[config.mk]
export PLATFORM = sky130hd
export DESIGN_NAME = tcpwm_top
export DESIGN_NICKNAME = d
export VERILOG_FILES = /design/src/hw/tcpwm_pkg.sv /design/src/hw/tcpwm_top.sv
export SDC_FILE = /design/constraint.sdc
export NUM_CORES = 1
export LEC_CHECK = 0
export BUFFER_PORTS_ARGS = -buffer_cell sky130_fd_sc_hd__buf_2
export CAP_MARGIN = 20
export CORE_ASPECT_RATIO = 1.5
export CORE_MARGIN = 3
export CORE_UTILIZATION = 55
export CTS_CLUSTER_SIZE = 25
export DETAILED_ROUTE_END_ITERATION = 16
export PLACE_DENSITY_LB_ADDON = 0.3
export SYNTH_ARGS = -nofsm -noshare
export SYNTH_HDL_FRONTEND = slang
export SYNTH_SLANG_ARGS = --single-unit
[constraint.sdc]
create_clock -name core_clk -period 4.5 [get_ports core_clk]
set_clock_uncertainty 0.15 [all_clocks]
set_input_delay 0.45 -clock core_clk [delete_from_list [all_inputs] [get_ports core_clk]]
set_output_delay 0.45 -clock core_clk [all_outputs]
set_load 0.03 [all_outputs]
[src/hw/tcpwm_pkg.sv]
package tcpwm_pkg;

    // ------------------------------------------------------------------
    // Field encodings.
    // ------------------------------------------------------------------
    localparam logic [1:0] TCPWM_MODE_UNBUF   = 2'h1;
    localparam logic [1:0] TCPWM_MODE_BUF     = 2'h2;
    localparam logic [1:0] TCPWM_ACT_TOGGLE   = 2'h1;
    localparam logic [1:0] TCPWM_ACT_CLEAR    = 2'h2;
    localparam logic [1:0] TCPWM_ACT_SET      = 2'h3;
    localparam logic [2:0] TCPWM_DIV_MAX_SEL  = 3'h6;
    localparam int         TCPWM_DIV_WIDTH    = 6;

    // ------------------------------------------------------------------
    // Reset values.
    // ------------------------------------------------------------------
    localparam logic [15:0] TCPWM_LIMIT_RESET  = 16'hffff;
    localparam logic [15:0] TCPWM_MATCH_RESET  = 16'h0000;
    localparam logic        TCPWM_HALT_RESET   = 1'b1;

    // ------------------------------------------------------------------
    // Per-channel control bits.
    // ------------------------------------------------------------------
    typedef struct packed {
        logic       event_irq_enable;
        logic [1:0] channel_mode_pair;
        logic [1:0] output_action_select;
        logic       toggle_at_wrap;
        logic       full_duty_select;
    } tcpwm_chan_ctrl_s;

    // Timer-level control bits.
    typedef struct packed {
        logic       counter_halt;
        logic       counter_reset;
        logic       wrap_irq_enable;
        logic [2:0] clock_divider_select;
    } tcpwm_timer_ctrl_s;

endpackage

[src/hw/tcpwm_top.sv]
// Notes on behaviour
// RULE_01: Unbuffered mode compares counter directly against the channel value as written.
// RULE_02: A new value already passed by the counter yields no compare that period.
// RULE_03: Software shortening a width writes it in the compare interrupt handler.
// RULE_04: Software lengthening a width writes it in the overflow interrupt handler.
// RULE_05: Compare flag marks end of pulse; wrap flag marks end of period.
// RULE_06: Link bit on channel 0 joins both channels; output only on pin 0.
// RULE_07: Linked: channel 0 first, then last-written pair takes over at each overflow.
// RULE_08: Linked: channel 1 control ignored, its pin released to general I/O; channel 1 full-duty with toggle-at-wrap still forces its pin level high.
// RULE_09: Software writes only the inactive pair when buffered.
// RULE_10: Toggle-at-wrap toggles the pin whenever counter reaches the limit.
// RULE_11: Width is overflow to compare; compare drives the pulse complement.
// RULE_12: Period is limit plus one prescaled timer clocks.
// RULE_13: Pulse width equals the compare value in timer clocks.
// RULE_14: Software must not select toggle-on-compare for PWM.
// RULE_15: Software halts, resets, writes limit, width, mode, then releases halt.
// RULE_16: Mode pair 0:1 is unbuffered, 1:0 is buffered linked pair.
// RULE_17: Action pair 1:0 clears the output on compare, 1:1 sets it.
// RULE_18: Without toggle-at-wrap the pin is not toggled, giving 0% duty.
// RULE_19: Full-duty with toggle-at-wrap holds the output at 100%.
// RULE_20: At the limit the wrap flag sets and the counter restarts from zero.
// RULE_21: Divider select 0..6 divides bus clock by 1..64; code 7 unavailable.
// RULE_22: Compare sets the channel flag; enabled flags request an interrupt.
// RULE_23: Match occurs in the timer tick where counter equals active compare value.
`timescale 1ns/1ns
`default_nettype none
module tcpwm_top
    import tcpwm_pkg::*;
(
    input  wire logic                          core_clk,
    input  wire logic                          rst,
    input  wire logic                          clk_en,
    input  wire tcpwm_pkg::tcpwm_timer_ctrl_s  timer_ctrl,
    input  wire tcpwm_pkg::tcpwm_chan_ctrl_s   first_channel_ctrl,
    input  wire tcpwm_pkg::tcpwm_chan_ctrl_s   second_channel_ctrl,
    input  wire logic                          link_pair_select,
    input  wire logic [15:0]                   period_limit_value,
    input  wire logic [15:0]                   first_match_value,
    input  wire logic                          first_match_write,
    input  wire logic [15:0]                   second_match_value,
    input  wire logic                          second_match_write,
    input  wire logic                          wrap_flag_clear,
    input  wire logic [1:0]                    channel_event_clear,
    output logic [15:0]                        counter_value,
    output logic                               wrap_flag,
    output logic [1:0]                         channel_event_flag,
    output logic                               timer_irq,
    output logic                               first_channel_pin,
    output logic                               first_channel_oe,
    output logic                               second_channel_pin,
    output logic                               second_channel_oe
);
    import tcpwm_pkg::*;

    // ------------------------------------------------------------------
    // Shared helpers.
    // ------------------------------------------------------------------
    function automatic logic is_compare_mode(input logic [1:0] mode);
        return (mode == TCPWM_MODE_UNBUF) || (mode == TCPWM_MODE_BUF);
    endfunction

    // Returns the pin level after a compare action.
    function automatic logic compare_action(input logic [1:0] act, input logic pin);
        unique case (act)
            TCPWM_ACT_TOGGLE: return ~pin;
            TCPWM_ACT_CLEAR:  return 1'b0;
            TCPWM_ACT_SET:    return 1'b1;
            default:          return pin;
        endcase
    endfunction

    // Returns high on bus clocks on which the selected divider output advances the counter.
    function automatic logic divider_tick(input logic [TCPWM_DIV_WIDTH-1:0] presc,
                                          input logic [2:0]                 sel);
        logic [TCPWM_DIV_WIDTH-1:0] mask;
        mask = (TCPWM_DIV_WIDTH'(1) << sel) - TCPWM_DIV_WIDTH'(1);
        return (sel <= TCPWM_DIV_MAX_SEL) && ((presc & mask) == '0);
    endfunction

    // ------------------------------------------------------------------
    // Registered state.
    // ------------------------------------------------------------------
    logic [TCPWM_DIV_WIDTH-1:0] presc_reg, presc_next;
    logic [15:0]                count_reg, count_next;
    logic [15:0]                match0_reg, match0_next;
    logic [15:0]                match1_reg, match1_next;
    logic                       active_sel_reg, active_sel_next;
    logic                       last_written_reg, last_written_next;
    logic                       wrap_reg, wrap_next;
    logic [1:0]                 chev_reg, chev_next;
    logic [1:0]                 pin_reg, pin_next;

    // ------------------------------------------------------------------
    // Combinational next state.
    // ------------------------------------------------------------------
    logic             tick;
    logic             at_limit;
    logic [15:0]      cnt_step;
    logic             linked;
    logic [1:0]       match_hit;
    logic [15:0]      active_match;
    tcpwm_chan_ctrl_s ch_ctrl [2];

    always_comb begin
        ch_ctrl[0]  = first_channel_ctrl;
        ch_ctrl[1]  = second_channel_ctrl;
        // Linking needs the buffered mode code as well, so a stray link bit alone does nothing.
        linked      = link_pair_select // see RULE_06, RULE_16
                      && (first_channel_ctrl.channel_mode_pair == TCPWM_MODE_BUF);
        // Halt and a held counter reset stop the count, so no event fires meanwhile.
        tick        = divider_tick(presc_reg, timer_ctrl.clock_divider_select)
                      && !timer_ctrl.counter_halt && !timer_ctrl.counter_reset; // see RULE_21
        at_limit    = (count_reg == period_limit_value);
        cnt_step    = at_limit ? 16'h0000 : count_reg + 16'h0001;
        active_match = (linked && active_sel_reg) ? match1_reg : match0_reg; // see RULE_07
        // Matching the value the counter steps to lets the pin change as the counter shows the
        // compare value, so the pulse lasts exactly the compare value in timer clocks.
        match_hit[0] = tick && is_compare_mode(ch_ctrl[0].channel_mode_pair)
                       && (cnt_step == active_match); // see RULE_01, RULE_02, RULE_13, RULE_23
        match_hit[1] = tick && !linked && is_compare_mode(ch_ctrl[1].channel_mode_pair)
                       && (cnt_step == match1_reg); // see RULE_08

        presc_next        = presc_reg + TCPWM_DIV_WIDTH'(1);
        count_next        = count_reg;
        match0_next       = first_match_write ? first_match_value : match0_reg;
        match1_next       = second_match_write ? second_match_value : match1_reg;
        active_sel_next   = active_sel_reg;
        last_written_next = last_written_reg;
        // The pair written last, not the active one, decides the next hand-over.
        if (first_match_write) begin
            last_written_next = 1'b0;
        end
        if (second_match_write) begin
            last_written_next = 1'b1;
        end
        pin_next = pin_reg;

        if (tick) begin
            count_next = cnt_step; // see RULE_12, RULE_20
        end
        // An unavailable divider code freezes the prescaler as well as the counter.
        if (timer_ctrl.clock_divider_select > TCPWM_DIV_MAX_SEL) begin
            presc_next = presc_reg;
        end
        if (timer_ctrl.counter_halt) begin
            presc_next = presc_reg;
        end
        if (timer_ctrl.counter_reset) begin
            presc_next = '0;
            count_next = 16'h0000;
        end

        // The hand-over waits for an overflow, so a running pulse is never cut short.
        if (!linked) begin
            active_sel_next = 1'b0;
        end else if (tick && at_limit) begin
            active_sel_next = last_written_reg; // see RULE_07
        end

        for (int c = 0; c < 2; c++) begin
            if (match_hit[c]) begin
                pin_next[c] = compare_action(ch_ctrl[c].output_action_select,
                                             pin_next[c]); // see RULE_11, RULE_13, RULE_17
            end
            // Toggle-at-wrap comes after the compare action and wins on a shared tick.
            if (tick && at_limit && ch_ctrl[c].toggle_at_wrap
                    && !(c == 1 && linked)) begin
                pin_next[c] = ~pin_reg[c]; // see RULE_10, RULE_18
            end
            // Full duty with toggle-at-wrap overrides both actions on every cycle, halted or not.
            if (ch_ctrl[c].full_duty_select && ch_ctrl[c].toggle_at_wrap) begin
                pin_next[c] = 1'b1; // see RULE_19
            end
        end

        // Set wins over a clear arriving in the same cycle.
        wrap_next = (wrap_reg && !wrap_flag_clear) || (tick && at_limit); // see RULE_05, RULE_20
        chev_next = (chev_reg & ~channel_event_clear) | match_hit; // see RULE_05, RULE_22
    end

    always_ff @(posedge core_clk or posedge rst) begin
        if (rst) begin
            presc_reg        <= '0;
            count_reg        <= 16'h0000;
            match0_reg       <= TCPWM_MATCH_RESET;
            match1_reg       <= TCPWM_MATCH_RESET;
            active_sel_reg   <= 1'b0;
            last_written_reg <= 1'b0;
            wrap_reg         <= 1'b0;
            chev_reg         <= 2'h0;
            pin_reg          <= 2'h0;
        end else if (clk_en) begin
            presc_reg        <= presc_next;
            count_reg        <= count_next;
            match0_reg       <= match0_next;
            match1_reg       <= match1_next;
            active_sel_reg   <= active_sel_next;
            last_written_reg <= last_written_next;
            wrap_reg         <= wrap_next;
            chev_reg         <= chev_next;
            pin_reg          <= pin_next;
        end
    end

    // ------------------------------------------------------------------
    // Outputs.
    // ------------------------------------------------------------------
    always_comb begin
        counter_value      = count_reg;
        wrap_flag          = wrap_reg;
        channel_event_flag = chev_reg;
        timer_irq          = (wrap_reg && timer_ctrl.wrap_irq_enable)
                             || (chev_reg[0] && first_channel_ctrl.event_irq_enable)
                             || (chev_reg[1] && !linked
                                 && second_channel_ctrl.event_irq_enable); // see RULE_22, RULE_08
        first_channel_pin  = pin_reg[0];
        first_channel_oe   = is_compare_mode(first_channel_ctrl.channel_mode_pair);
        second_channel_pin = pin_reg[1];
        // A released second pin is left to the port logic as general-purpose I/O.
        second_channel_oe  = !linked
                             && is_compare_mode(second_channel_ctrl.channel_mode_pair); // see RULE_08
    end

endmodule
`default_nettype wire

==> results of run 1 <==
[area by class of cell]
class	count	area, um^2
Fill cell	615	2380
Clock inverter	4	47.5
Sequential cell	61	1530
Multi-Input combinational cell	353	2550
Timing Repair Buffer	107	553
Tap cell	100	125
Inverter	8	30.0
Clock buffer	11	151
[cells in the mapped netlist (7+ instances only)]
cell type,count,area share
buf_2,12,0.014
clkbuf_1,11,0.0098
dfrtp_1,61,0.36
inv_1,8,0.0071
mux2_2,40,0.11
mux2i_1,11,0.026
nand2_1,50,0.044
nand3_1,20,0.024
nor2_1,23,0.020
nor3_1,7,0.0083
nor4_1,7,0.010
o21ai_0,37,0.044
xnor2_1,20,0.041
xor2_1,29,0.060
[per-stage QoR]
step                      hold slack (ns)   util
final                               0.155  0.676
after global routing                0.166  0.676
after CTS                           0.164  0.675
after detailed placement            0.334  0.648
after global placement              0.320  0.648
after floorplan                     0.297      -
[worst paths after layout]
path	from	endpoint	slack [ns]	cells past startpoint
setup / recovery	counter_value[8]	pin_reg[1]	0.87	8
min in group core_clk	first_match_value[3]	match0_reg[3]	0.18	2
hold reg to reg	active_sel_reg	active_sel_reg	0.34	2
hold / removal	rst	match1_reg[12]	0.16	3
max in group asynchronous	rst	counter_value[4]	3.53	3
setup reg to reg	counter_value[8]	pin_reg[1]	0.87	8
[power breakdown]
part           switching, mW  internal, mW  leakage (nW)
sequential            0.0719         0.603         0.770
clock                  0.217         0.281         0.101
combinational          0.143         0.144          1.49
[logic make-up (layout without fill, tap and decap cells)]
kind of cell	after synthesis	in the layout	share of synthesized area
AO/OA/AOI/OAI	95	95	0.152
XOR/XNOR	51	51	0.111
adder cells (fa/ha/maj)	3	3	0.00888
buffers and inverters	33	130	0.0355
flip-flops	61	61	0.361
multiplexers	51	51	0.133
AND/OR/NAND/NOR	153	153	0.199
[worst min-delay path, cell delays in order]
cell and delay, ns:
buf_2 0.10, inv_2 0.03, buf_4 0.59
[metal layers]
layer / track usage / share of wire
met1: 0.337 / 0.41
met2: 0.444 / 0.50
met3: 0.0585 / 0.064
met4: 0.103 / 0.020
met5: 0 / 0
==> impl_metrics.py, run 1 <==
metrics = {
    "run_status": {
        "status": "complete, no violations",
    },
    "timing": {
        "rsz0062_at_grt": "no",
        "setup_tns_ns": 0,
        "max-slew-margin-rel": 0.455,
        "layout_setup_ws_ns": 0.875,
        "setup_viol": 0,
        "hold_viol_final": 0,
        "worst_pin_slew_ns": 0.816,
        "fmax_mhz": 276,
        "min_period_ns": 3.63,
        "drv_slew": 0,
        "min_period_over_period": 0.806,
    },
    "power_and_ir_drop": {
        "ir_worst_vdd_v": 0.000214,
        "power_mw": 1.46,
        "power.density_nw_per_um2": 293,
        "p_leak_nw": 2.36,
    },
    "clock_tree": {
        "cts_buffer_depth": 2,
        "path_clk_slew_ns": 0.07,
        "clock_latency_ns": 0.35,
        "cts_resized": 0,
        "clockRootBuffer": "clkbuf_8",
        "cts_tree": "built",
        "h-tree-depth": 3,
        "numCtsBuffers": 9,
        "post_cts_buffers": 0,
        "cts.sinks": 61,
        "hold_buffers": 0,
    },
    "drt": {
        "viasPerCell": 6.03,
        "drt_iter0_markers": 287,
        "vias": 3886,
        "drtAntennaViolNets": 0,
        "wire_per_inst_um": 17.4,
        "dr.pass1.iters": 5,
        "drt-total-wl_um": 11200,
        "drc": 0,
    },
    "yosys": {
        "netlist_instances": 447,
        "synth-seq-cells": 61,
        "syn_area_um2": 4230,
        "ys_async_sr_fraction": 1.00,
        "ys.flop_type": "dfrtp_1",
        "syn-num-nets": 527,
        "syn_area_per_cell_um2": 9.46,
        "yosys_warnings": 0,
        "ys_types": 67,
        "ys_seq_area_frac": 0.361,
        "synth-edff-count": 0,
    },
    "die": {
        "die_area_um2": 8800,
        "die_w_um": 77.6,
        "initial_utilization": 0.574,
        "core_um2": 7370,
        "die_y_um": 113,
        "std_cell_rows": 38,
        "ios": 101,
    },
    "final_layout": {
        "stdcell_count": 644,
        "drive_above_1_share": 0.324,
        "areaGrowthSynthToFinish_pct": 17.9,
        "layout_commonest_cell": "buf_2",
        "nets": 620,
        "fin_area_um2": 4980,
        "diodes": 0,
        "layout_common_cells": "buf_2, dfrtp_1, nand2_1",
    },
    "worst_setup_path": {
        "required_ns": 4.59,
        "max_stage_delay_ns": 0.56,
        "end_kind": "flip-flop",
        "cp_data_arrival_time_ns": 3.72,
        "crit_family": "simple AND/OR/NAND/NOR gates",
        "slowest_stage": "nand4_1",
        "worst-setup-path-type": "flip-flop to flip-flop",
        "path_cells": "xor2_1 > nor4_1 > nand4_1 > buf_4 > o311ai_0 > o2111ai_1 > o21ai_1 > mux2_2",
        "worstPathMaxFanout": 15,
        "startpoint_type": "flip-flop",
        "path_buf_inv": 1,
    },
    "grt": {
        "antenna_found_initial": 0,
        "grt.total_usage": 0.267,
        "grt_start_max_net_pins": 62,
        "grt_overflow_total": 0,
        "grt_pass1_vias": 3814,
        "grt_pass1_wl_um": 18600,
    },
    "placed_design": {
        "post-dp-hpwl_um": 8450,
        "numPortBuffers": 100,
        "place.gp.congestion": 0.922,
        "placed_cell_area_um2": 4780,
        "place_inst": 628,
        "pre_cts_ws_ns": 0.767,
    },
    "min_path": {
        "hp-class": "primary input to async pin",
    },
    "run": {
        "drv_cap": 0,
    },
}
Power figures use the tool's default switching activity.
==> run 2: changes to the inputs <==
==> constraint.sdc (replaced) <==
create_clock -name core_clk -period 3.6 [get_ports core_clk]
set_clock_uncertainty 0.15 [all_clocks]
set_input_delay 0.36 -clock core_clk [delete_from_list [all_inputs] [get_ports core_clk]]
set_output_delay 0.36 -clock core_clk [all_outputs]
set_load 0.03 [all_outputs]
==> run 2 against run 1 <==
Effect of this change:
- sequential power grew 24%
- global-route usage increased by 0.25 points
- register-to-register slack got worse by 0.63 ns
- maximum frequency rose by 7.9%
- largest power group unchanged
- critical path depth up 1
- combinational power grew 28%
- die area unchanged
- non-clock buffer count up 11
- cell count grew 1.9%
- count of clock-buffer cells in the layout stayed put
- setup slack worse by 0.63 ns
- critical path type unchanged
==> impl_metrics.py, run 2 (same netlist as run 1, synthesis figures left out) <==
metrics = {
    "die": {
        "die_y_um": 113,
        "std_cell_rows": 38,
        "ios": 101,
        "die_w_um": 77.6,
        "initial_utilization": 0.574,
        "core_um2": 7370,
        "die_area_um2": 8800,
    },
    "timing": {
        "worst_pin_slew_ns": 0.785,
        "hold_viol_final": 0,
        "min_period_over_period": 0.933,
        "min_period_ns": 3.36,
        "drv_slew": 0,
        "fmax_mhz": 298,
        "setup_viol": 0,
        "holdWs_ns": 0.0758,
        "rsz0062_at_grt": "no",
        "setup_tns_ns": 0,
        "max-slew-margin-rel": 0.475,
    },
    "worst_setup_path": {
        "worst-setup-path-type": "flip-flop to flip-flop",
        "slowest_stage": "or4_1",
        "rrSetupSlack_ns": 0.24,
        "max_stage_delay_ns": 0.63,
        "startpoint_type": "flip-flop",
        "required_ns": 3.69,
        "worstPathMaxFanout": 9,
        "path_cells": "nand4_4 > buf_4 > or4_1 > xnor2_2 > and4b_1 > o21ai_0 > a21bo_2 > o41ai_2 > mux2_2",
        "r2r_end": "pin_reg[0]",
        "cp_data_arrival_time_ns": 3.45,
        "startpoint": "counter_value[2]",
        "path_buf_inv": 1,
        "crit_family": "simple AND/OR/NAND/NOR gates",
        "reg2regPathDepth": 9,
        "end_kind": "flip-flop",
        "reg2reg_from": "counter_value[2]",
    },
    "placed_design": {
        "placed_cell_area_um2": 4870,
        "post-dp-hpwl_um": 8710,
        "place.gp.congestion": 0.975,
        "numPortBuffers": 100,
    },
    "drt": {
        "drtAntennaViolNets": 0,
        "m1WireLength_um": 4650,
        "wl_met3_um": 839,
        "wl_met2_um": 5630,
        "vias": 3966,
        "drt-total-wl_um": 11400,
        "drt_iter0_markers": 255,
        "viasPerCell": 6.05,
        "maxUsedRoutingLayer": "met4",
        "wire_per_inst_um": 17.4,
        "dr.pass1.iters": 5,
        "drc": 0,
    },
    "clock_tree": {
        "post_cts_buffers": 0,
        "clock_latency_ns": 0.36,
        "cts_tree": "built",
        "path_clk_slew_ns": 0.08,
        "clockRootBuffer": "clkbuf_8",
        "cts_buffer_depth": 2,
        "h-tree-depth": 3,
        "cts.sinks": 61,
        "numCtsBuffers": 9,
    },
    "grt": {
        "grt_start_max_net_pins": 33,
        "antenna_found_initial": 0,
        "grt_pass1_vias": 3967,
        "grt_overflow_total": 0,
        "grt_pass1_wl_um": 18900,
        "grt.total_usage": 0.269,
    },
    "final_layout": {
        "fin_area_um2": 5120,
        "areaGrowthSynthToFinish_pct": 21.0,
        "drive_above_1_share": 0.336,
        "n_fill_cell": 592,
        "nets": 631,
        "layout_common_cells": "buf_2, dfrtp_1, nand2_1",
        "diodes": 0,
        "layout_commonest_cell": "buf_2",
    },
    "run": {
        "drv_cap": 0,
    },
    "min_path": {
        "timing.hold.worst_endpoint": "match1_reg[8]",
        "min_from": "second_match_value[8]",
        "whs_path_depth": 2,
        "hp-class": "primary input to flip-flop",
    },
    "power_and_ir_drop": {
        "power_mw": 1.93,
        "p_leak_nw": 2.43,
        "power.density_nw_per_um2": 376,
        "ir_worst_vdd_v": 0.000339,
    },
    "run_status": {
        "status": "complete, no violations",
    },
}
## run 2: cell count changes in the layout (fill, tap and decap cells not counted), sizes merged
cell         delta
dlygate4sd3     +1
clkinv          -2
clkinvlp        +2
bufinv          +1
buf            +10
## run 2: repair_timing
action / CTS / global route
hold buffers: 1 / 0
gates resized for setup: 0 / 0
endpoints found under the hold margin: 29 / 0
## run 2: final cells by class
class / instances / area, um^2 / share of cell area
Sequential cell: 61 / 1530 / 0.298
Clock buffer: 11 / 151 / 0.0296
Clock inverter: 5 / 82.6 / 0.0161
Tap cell: 100 / 125 / 0.0244
Inverter: 8 / 30.0 / 0.00587
Multi-Input combinational cell: 353 / 2550 / 0.499
Timing Repair Buffer: 118 / 651 / 0.127
## run 2: routing by layer
metal | GRT usage | vias to the layer above
li1 | - | 1843
met1 | 0.328 | 1880
met2 | 0.459 | 208
met3 | 0.0561 | 35
met4 | 0.112 | 0
met5 | 0 | -
## run 2: report_power, final
group	leakage [nW]	total [mW]	switching, mW	internal (mW)
logic	1.56	0.367	0.184	0.183
registers	0.770	0.838	0.0846	0.754
clock network	0.108	0.722	0.294	0.427
total	2.43	1.93	0.563	1.36
## run 2: worst max-delay path by stage
stage / slack, ns / to / cells after the start
6_report: 0.24 / pin_reg[0] / 9
3_3_place_gp: 0.39 / pin_reg[1] / 8
2_1_floorplan: 0.24 / pin_reg[0] / 10
5_1_grt: 0.1 / pin_reg[0] / 9
3_5_place_dp: 0.28 / pin_reg[0] / 9
4_1_cts: 0.27 / pin_reg[0] / 9
## run 2: metrics by stage
step                setup slack (ns)  cells   util
global placement               0.389    638  0.660
global route                  0.0991    656  0.694
floorplan                      0.237    447      -
finish                         0.240    656  0.694
detailed placement             0.282    638  0.660
CTS                            0.273    655  0.693
